<file path="src/ife_pkg.sv">
package ife_pkg;

    // ==============================
    // widths
    localparam int unsigned DATA_W = 16;
    localparam int unsigned ADDR_W = 4;

    // ==============================
    // register offsets
    localparam logic [3:0] OFF_FLAGS_THREE  = 4'h0;
    localparam logic [3:0] OFF_FLAGS_FOUR   = 4'h1;
    localparam logic [3:0] OFF_ENABLES_ZERO = 4'h2;

    // ==============================
    // field positions, flag register three
    localparam int unsigned RTC_CALENDAR_FLAG   = 14;
    localparam int unsigned DMA_CH5_DONE_FLAG   = 13;
    localparam int unsigned AUDIO_IF_EVENT_FLAG = 12;
    localparam int unsigned AUDIO_IF_ERROR_FLAG = 11;

    // ==============================
    // field positions, flag register four
    localparam int unsigned DAC_LEFT_FLAG       = 15;
    localparam int unsigned DAC_RIGHT_FLAG      = 14;
    localparam int unsigned CAN_TX_REQUEST_FLAG = 6;
    localparam int unsigned DMA_CH7_DONE_FLAG   = 5;
    localparam int unsigned DMA_CH6_DONE_FLAG   = 4;
    localparam int unsigned CRC_GEN_FLAG        = 3;
    localparam int unsigned UART_TWO_ERROR_FLAG = 2;
    localparam int unsigned UART_ONE_ERROR_FLAG = 1;

    // ==============================
    // field positions, enable register zero
    localparam int unsigned DMA_CH1_DONE_ENABLE    = 14;
    localparam int unsigned ADC_ONE_DONE_ENABLE    = 13;
    localparam int unsigned UART_ONE_TX_ENABLE     = 12;
    localparam int unsigned UART_ONE_RX_ENABLE     = 11;
    localparam int unsigned SPI_ONE_EVENT_ENABLE   = 10;
    localparam int unsigned SPI_ONE_ERROR_ENABLE   = 9;
    localparam int unsigned TIMER_THREE_ENABLE     = 8;
    localparam int unsigned TIMER_TWO_ENABLE       = 7;
    localparam int unsigned OUT_COMPARE_TWO_ENABLE = 6;
    localparam int unsigned IN_CAPTURE_TWO_ENABLE  = 5;
    localparam int unsigned DMA_CH0_DONE_ENABLE    = 4;
    localparam int unsigned TIMER_ONE_ENABLE       = 3;
    localparam int unsigned OUT_COMPARE_ONE_ENABLE = 2;
    localparam int unsigned IN_CAPTURE_ONE_ENABLE  = 1;
    localparam int unsigned EXT_IRQ_ZERO_ENABLE    = 0;

    // ==============================
    // implemented bit masks and reset values
    localparam logic [15:0] IMPL_FLAGS_THREE  = 16'h7800;
    localparam logic [15:0] IMPL_FLAGS_FOUR   = 16'hC07E;
    localparam logic [15:0] IMPL_ENABLES_ZERO = 16'h7FFF;
    localparam logic [15:0] CAN_BITS_FOUR     = 16'h0040;
    localparam logic [15:0] DAC_BITS_FOUR     = 16'hC000;
    localparam logic [15:0] RST_VAL           = 16'h0000;

    // ==============================
    // carriers
    typedef struct packed {
        logic [ADDR_W-1:0] addr;
        logic [DATA_W-1:0] wdata;
        logic              wr;
        logic              rd;
    } ife_bus_s;

    typedef struct packed {
        logic [DATA_W-1:0] three;
        logic [DATA_W-1:0] four;
    } ife_flags_s;

endpackage : ife_pkg

</file>
<file path="src/ife_bit_reg.sv">
`timescale 1ns/1ns
module ife_bit_reg #(
    parameter logic [15:0] IMPL = 16'hFFFF
) (
    input  wire logic        i_mclk,
    input  wire logic        i_rst,
    input  wire logic        i_wr,
    input  wire logic [15:0] i_wdata,
    input  wire logic [15:0] i_set,
    output logic      [15:0] o_q
);

    typedef struct packed {
        logic [15:0] q;
    } ife_bit_state_s;

    ife_bit_state_s st_r;
    ife_bit_state_s st_nxt;
    logic [15:0]    bit_nxt;

    // ==============================
    // per bit next value
    genvar g;
    generate
        for (g = 0; g < 16; g++) begin : g_bit
            if (IMPL[g]) begin : g_impl
                // hardware set wins over a software clear in the same cycle
                assign bit_nxt[g] = (i_wr ? i_wdata[g] : st_r.q[g]) | i_set[g];
            end else begin : g_unimpl
                assign bit_nxt[g] = 1'b0;
            end
        end
    endgenerate

    always_comb begin
        st_nxt   = st_r;
        st_nxt.q = bit_nxt;
    end

    always_ff @(posedge i_mclk or posedge i_rst) begin
        if (i_rst) begin
            st_r <= '0;
        end else begin
            st_r <= st_nxt;
        end
    end

    assign o_q = st_r.q;

endmodule : ife_bit_reg

</file>
<file path="src/ife_irq_regs.sv">
`timescale 1ns/1ns
module ife_irq_regs #(
    parameter bit HAS_CAN = 1'b1,
    parameter bit HAS_DAC = 1'b1
) (
    input  wire logic                   i_mclk,
    input  wire logic                   i_rst,
    input  wire logic [3:0]             i_addr,
    input  wire logic [15:0]            i_wdata,
    input  wire logic                   i_wr,
    input  wire logic                   i_rd,
    input  wire ife_pkg::ife_flags_s    i_req,
    input  wire ife_pkg::ife_flags_s    i_en_ext,
    input  wire logic [15:0]            i_flags_zero,
    output logic      [15:0]            o_rdata,
    output ife_pkg::ife_flags_s         o_flags,
    output logic      [15:0]            o_enables_zero,
    output ife_pkg::ife_flags_s         o_fwd,
    output logic      [15:0]            o_fwd_zero
);

    // ==============================
    // variant masks
    localparam logic [15:0] MASK_THREE = ife_pkg::IMPL_FLAGS_THREE;
    localparam logic [15:0] MASK_FOUR  = ife_pkg::IMPL_FLAGS_FOUR
        & ~(HAS_CAN ? ife_pkg::RST_VAL : ife_pkg::CAN_BITS_FOUR)
        & ~(HAS_DAC ? ife_pkg::RST_VAL : ife_pkg::DAC_BITS_FOUR);

    typedef struct packed {
        logic [15:0]         rdata;
        ife_pkg::ife_flags_s fwd;
        logic [15:0]         fwd_zero;
    } ife_top_state_s;

    ife_pkg::ife_bus_s bus;
    ife_top_state_s    st_r;
    ife_top_state_s    st_nxt;
    logic [15:0]       flags_three;
    logic [15:0]       flags_four;
    logic [15:0]       enables_zero;
    logic              wr_three;
    logic              wr_four;
    logic              wr_zero;

    assign bus      = '{addr: i_addr, wdata: i_wdata, wr: i_wr, rd: i_rd};
    assign wr_three = bus.wr && (bus.addr == ife_pkg::OFF_FLAGS_THREE);
    assign wr_four  = bus.wr && (bus.addr == ife_pkg::OFF_FLAGS_FOUR);
    assign wr_zero  = bus.wr && (bus.addr == ife_pkg::OFF_ENABLES_ZERO);

    // ==============================
    // register cells
    ife_bit_reg #(.IMPL(MASK_THREE)) u_flags_three (
        .i_mclk  (i_mclk),
        .i_rst   (i_rst),
        .i_wr    (wr_three),
        .i_wdata (bus.wdata),
        .i_set   (i_req.three),
        .o_q     (flags_three)
    );

    ife_bit_reg #(.IMPL(MASK_FOUR)) u_flags_four (
        .i_mclk  (i_mclk),
        .i_rst   (i_rst),
        .i_wr    (wr_four),
        .i_wdata (bus.wdata),
        .i_set   (i_req.four),
        .o_q     (flags_four)
    );

    ife_bit_reg #(.IMPL(ife_pkg::IMPL_ENABLES_ZERO)) u_enables_zero (
        .i_mclk  (i_mclk),
        .i_rst   (i_rst),
        .i_wr    (wr_zero),
        .i_wdata (bus.wdata),
        .i_set   (ife_pkg::RST_VAL),
        .o_q     (enables_zero)
    );

    // ==============================
    // read path and forwarding
    always_comb begin
        st_nxt       = st_r;
        st_nxt.rdata = ife_pkg::RST_VAL;
        if (bus.rd) begin
            case (bus.addr)
                ife_pkg::OFF_FLAGS_THREE:  st_nxt.rdata = flags_three;
                ife_pkg::OFF_FLAGS_FOUR:   st_nxt.rdata = flags_four;
                ife_pkg::OFF_ENABLES_ZERO: st_nxt.rdata = enables_zero;
                default:                   st_nxt.rdata = ife_pkg::RST_VAL;
            endcase
        end
        st_nxt.fwd.three = flags_three & i_en_ext.three;
        st_nxt.fwd.four  = flags_four & i_en_ext.four;
        st_nxt.fwd_zero  = i_flags_zero & enables_zero;
    end

    always_ff @(posedge i_mclk or posedge i_rst) begin
        if (i_rst) begin
            st_r <= '0;
        end else begin
            st_r <= st_nxt;
        end
    end

    // ==============================
    // outputs
    assign o_rdata        = st_r.rdata;
    assign o_flags.three  = flags_three;
    assign o_flags.four   = flags_four;
    assign o_enables_zero = enables_zero;
    assign o_fwd          = st_r.fwd;
    assign o_fwd_zero     = st_r.fwd_zero;

endmodule : ife_irq_regs

</file>
<file path="config.mk">
export PLATFORM = sky130hd
export DESIGN_NAME = ife_irq_regs
export DESIGN_NICKNAME = d
export VERILOG_FILES = /design/src/ife_pkg.sv /design/src/ife_bit_reg.sv /design/src/ife_irq_regs.sv
export SDC_FILE = /design/constraint.sdc
export NUM_CORES = 1
export LEC_CHECK = 0
export BUFFER_PORTS_ARGS = -buffer_cell sky130_fd_sc_hd__buf_2
export CAP_MARGIN = 0
export CORE_ASPECT_RATIO = 2
export CORE_MARGIN = 4
export CORE_UTILIZATION = 40
export CTS_CLUSTER_SIZE = 14
export DETAILED_ROUTE_END_ITERATION = 7
export PLACE_DENSITY = 0.79
export SETUP_SLACK_MARGIN = 0.3
export SLEW_MARGIN = 20
export SYNTH_ARGS = -nofsm -noshare
export SYNTH_HDL_FRONTEND = slang
export SYNTH_SLANG_ARGS = --single-unit
</file>
<file path="constraint.sdc">
create_clock -name i_mclk -period 2.76 [get_ports i_mclk]
set_clock_uncertainty 0.05 [all_clocks]
set_input_delay 0.552 -clock i_mclk [delete_from_list [all_inputs] [get_ports i_mclk]]
set_output_delay 0.552 -clock i_mclk [all_outputs]
set_load 0.02 [all_outputs]
</file>
* Word-level counts from Yosys, hierarchy flattened
Cells that the tools add are included.
** Word-level totals
- Output and inout port bits :: 112
- Input bits :: 104
- Word-level logic and storage cells :: 42
- Register bits after elaboration :: 91
** Cells by class
- Mux-type cells :: 14
- Reduce and logical (&&, ||, !) cells :: 4
- Equality and inequality tests :: 2
- Bitwise operators :: 15
** Operators by type and width (number)
- case mux 16 bit (3 select lines) :: 1
- AND 15 x 16 -> 16 bit :: 1
- AND 16 x 15 -> 16 bit :: 1
- AND 16 bit :: 1
- two-way mux 16 bit :: 1
- two-way mux 1 bit :: 12
- OR 1 bit :: 12
- == test 4 x 1 -> 1 bit, second input constant :: 1
- == test 4 x 2 -> 1 bit, second input constant :: 1
- zero test 4 bit :: 1
- logical AND 1 bit :: 3

* Depth between registers and ports, before layout
- Word-level depth :: 4
- Gate-level depth with buffers :: 5
- Depth with buffers taken out :: 3

* Cells and area by module
Synthesis repeated with hierarchy kept, for this count alone.
** Second synthesis, totals
- Cell total of the unflattened synthesis :: 279
- Area, all modules :: 3658.5 µm²
** Modules (own cells, without submodules)
- ife_irq_regs :: area each 2348.5 µm², sequential area each 1601.5 µm², times used 1, cells each 167
- ife_bit_reg (u_enables_zero) :: area each 645.6 µm², sequential area each 375.4 µm², times used 1, cells each 51
- ife_bit_reg (u_flags_four) :: area each 406.6 µm², sequential area each 200.2 µm², times used 1, cells each 35
- ife_bit_reg (u_flags_three) :: area each 257.7 µm², sequential area each 100.1 µm², times used 1, cells each 26

* Least setup slack after synthesis
No wires, ideal clock.
- Path kind :: input-to-reg
- Start :: input i_addr[3]
- End :: register u_enables_zero.st_r (netlist bit u_enables_zero.o_q[0])
- Slack :: 1138 ps
- Data arrival time :: 1446 ps
- Required time :: 2585 ps
- Cell stages on the path :: 5
- Setup time :: 125 ps
- Buffers on the path :: 2
- Path through :: nor3b_2 buf_4 nand3b_4 buf_6 mux2_4
** Between the ends
- Cells in the longest elaborated chain, start to end :: 2
** RTL lines
- start, declared :: RTL line ife_irq_regs.sv:8 : input wire logic [3:0] i_addr,
- == test 4 x 2 -> 1 bit :: RTL line ife_irq_regs.sv:48 : assign wr_zero = bus.wr && (bus.addr == ife_pkg::OFF_ENABLES_ZERO);
- logical AND 1 bit :: RTL line ife_irq_regs.sv:48
- end signal, assigned :: RTL line ife_bit_reg.sv:44 : st_r <= st_nxt;
- end, declared :: RTL line ife_bit_reg.sv:17 : ife_bit_state_s st_r;
No other way between the ends.
A chain may end at the register's enable or synchronous reset.

* Final worst setup path
Ends and elaborated chain as after synthesis.

==> impl_metrics.tcl <==
set metrics [dict create \
    status "finished clean" \
    syn_to_final_growth_pct 32.3 \
    nets 470 \
    layout-drive-gt1-share_pct 46.1 \
    leakagePower_nw 2.13 \
    critPathCaptureType "flip-flop" \
    power_density_mw_per_mm2 769 \
    use_met2_pct 24.8 \
    avgSynthCellArea_sq_um 12.8 \
    r2r_slack_ns 1.74 \
    cp.depth 4 \
    htreeDepth 3 \
    clock-root-buffer "clkbuf_16" \
    final.setup.tns_ns 0 \
    track_usage_pct 15.1 \
    grtUsageMet3_pct 4.25 \
    r2r_end "o_rdata[14]" \
    die_x_um 68.6 \
    drtPass1Iterations 4 \
    crit_required_ns 2.91 \
    cts_buffers 9 \
    grt_pass1_wl_mm 9.47 \
    gp_congestion 0.744 \
    vias 2009 \
    ir_drop_uv 378 \
    clkLatencyLatePin_ns 0.32 \
    cts_tree "done" \
    crit_path_start "i_addr[3]" \
    start_kind "primary input" \
    ant_nets 0 \
    clkTransAtPathRegs_ns 0.06 \
    worstPathMaxFanout 15 \
    finalSetupViolCount 0 \
    fillers 631 \
    finalHoldViolations 0 \
    synth.distinct_cells 25 \
    cp_top_family "simple AND/OR/NAND/NOR gates" \
    core_sq_mm 0.00721 \
    critPathMaxStageDelay_ns 0.55 \
    grt_use_met1_pct 16.7 \
    drc_errors 0 \
    fin_worst_hold_slack_ns 0.221 \
    fin_crit_sh_pct 69.0 \
    path_class "in -> reg" \
    hpwl_mm 5.15 \
    max_freq_mhz 525 \
    crit_slowest_cell "nor3b_2" \
    finalMaxSlewViolations 0 \
    reg2regPathDepth 3 \
    grt-busiest-layer "met2" \
    path_cells "buf_2 > nor3b_2 > nand3b_4 > mux2_4" \
    r2r-start "u_flags_four.o_q[14]" \
    hp-class "in -> async" \
    worstSetupEndpoint "u_enables_zero.o_q[0]" \
    grt_antenna_before_repair 0 \
    synthCells 229 \
    final_core_util_pct 53.9 \
    worst_pin_slew_ns 0.637 \
    clockBufferDepth 2 \
    row_count 44 \
    yosysSeqAreaShare_pct 59.6 \
    rsz0062_at_grt "false" \
    antenna_cells 0 \
    syn_area_sq_mm 0.00294 \
    start_util_pct 40.7 \
    grt_max_degree 46 \
    dieArea_sq_mm 0.00886 \
    port_buffers 132 \
    io_pins 216 \
    path_buf_inv 1 \
    drt_iter0_markers 110 \
    grt_remaining_overflow 0 \
    cts_resized 0 \
    arrival_ns 2.06 \
    wirelength_mm 6.65 \
    numClockSinks 70 \
    drv_cap 0 \
    die_h_um 129 \
    cts_setup_buffers 0 \
    cts_hold_buf 0 \
    vias_per_cell 4.34 \
    slew_headroom_pct 57.3 \
    synth_seq_cells 70 \
    wire_per_inst_um 14.4 \
    ys_warn_count 0 \
    period_needed_ns 1.90 \
    grt_pass1_vias 1891 \
]
## cells in the final DEF, fill, tap and decap left out, drive strengths merged, types with 3 or more instances in the layout
cell type	synthesis	layout
and2	32	32
mux2	15	15
nor2	15	15
clkbuf	3	9
dfrtp	70	70
nand2	3	3
conb	1	42
bufinv	0	3
a22oi	6	6
inv	1	3
and3	8	8
nor3	3	3
mux2i	8	8
a211o	8	8
buf	47	135
## worst min-delay path by stage
stage / endpoint / slack, ns / cells after the start
floorplan: o_rdata[15] / 0.55 / 2
global placement: o_rdata[10] / 0.45 / 1
detailed placement: o_rdata[10] / 0.46 / 1
CTS: u_enables_zero.o_q[7] / 0.22 / 2
global route: u_enables_zero.o_q[7] / 0.28 / 2
finish: u_enables_zero.o_q[7] / 0.22 / 2
## registers in the layout (all words and copies together), names as in the netlist
name                cells
o_fwd                  12
o_fwd_zero             15
o_rdata                16
u_enables_zero.o_q     15
u_flags_four.o_q        8
u_flags_three.o_q       4
## cells by family after synthesis
| logic type | count (synthesis) | synth area share [%] |
|---|---|---|
| AO/OA/AOI/OAI | 15 | 4.09 |
| buffers and inverters | 51 | 12.4 |
| flip-flops | 70 | 59.6 |
| multiplexers | 23 | 9.75 |
| other | 1 | 0.128 |
| AND/OR/NAND/NOR | 69 | 14.0 |
## power breakdown
group | total (W) | internal [W] | switching, W | leakage (nW)
Combinational | 0.000497 | 0.000195 | 0.000301 | 1.12
Sequential | 0.00119 | 0.00113 | 0.0000638 | 0.851
Clock | 0.00130 | 0.000886 | 0.000418 | 0.166
Total | 0.00299 | 0.00221 | 0.000783 | 2.13
## synth_stat cells
cell	count	area share, %
clkbuf_1	3	0.38
buf_2	3	0.51
a21oi_1	1	0.17
nor2b_1	1	0.21
a211o_1	8	2.4
or3b_1	2	0.60
dfrtp_1	70	60
a22oi_1	6	1.5
and2_1	32	6.8
inv_1	1	0.13
mux2_2	5	1.9
nor2b_2	1	0.30
mux2_4	10	5.1
mux2i_1	8	2.7
buf_6	1	0.38
nor3_1	3	0.51
nand2_1	3	0.38
conb_1	1	0.13
buf_4	43	11
nor3b_1	1	0.26
and3_1	8	1.7
nor3b_2	1	0.43
nand3b_4	1	0.68
nor2_1	15	1.9
or2_2	1	0.21
## worst register-to-register path: stages, from the launching register on
cell     delay [ns]
dfrtp_1        0.39
mux2i_1        0.08
or2_2          0.27
a21oi_1        0.14
## layout make-up
class	instances	area (sq um)	area share (%)
Sequential cell	70	1750	45.1
Clock buffer	9	225	5.79
Timing Repair Buffer	135	696	17.9
Tap cell	92	115	2.96
Multi-Input combinational cell	149	976	25.1
Inverter	1	3.75	0.0966
Clock inverter	7	120	3.09
## per-stage QoR
| stage | cells | power (W) | worst slack (ns) | area (sq um) |
|---|---|---|---|---|
| floorplan | 270 | 0.00156 | 0.390 | 3090 |
| CTS | 463 | 0.00302 | 0.830 | 3890 |
| detailed placement | 447 | 0.00171 | 0.489 | 3540 |
| global placement | 447 | 0.00169 | 0.507 | 3540 |
| global route | 463 | 0.00311 | 0.742 | 3890 |
| finish | 463 | 0.00299 | 0.856 | 3890 |
## layer usage
metal | up-vias | wire length (um)
met5 | - | 0
met4 | 0 | 193
met3 | 13 | 666
met2 | 114 | 3380
met1 | 933 | 2410
li1 | 949 | -
Note: power is estimated with default switching activity, not from simulation.
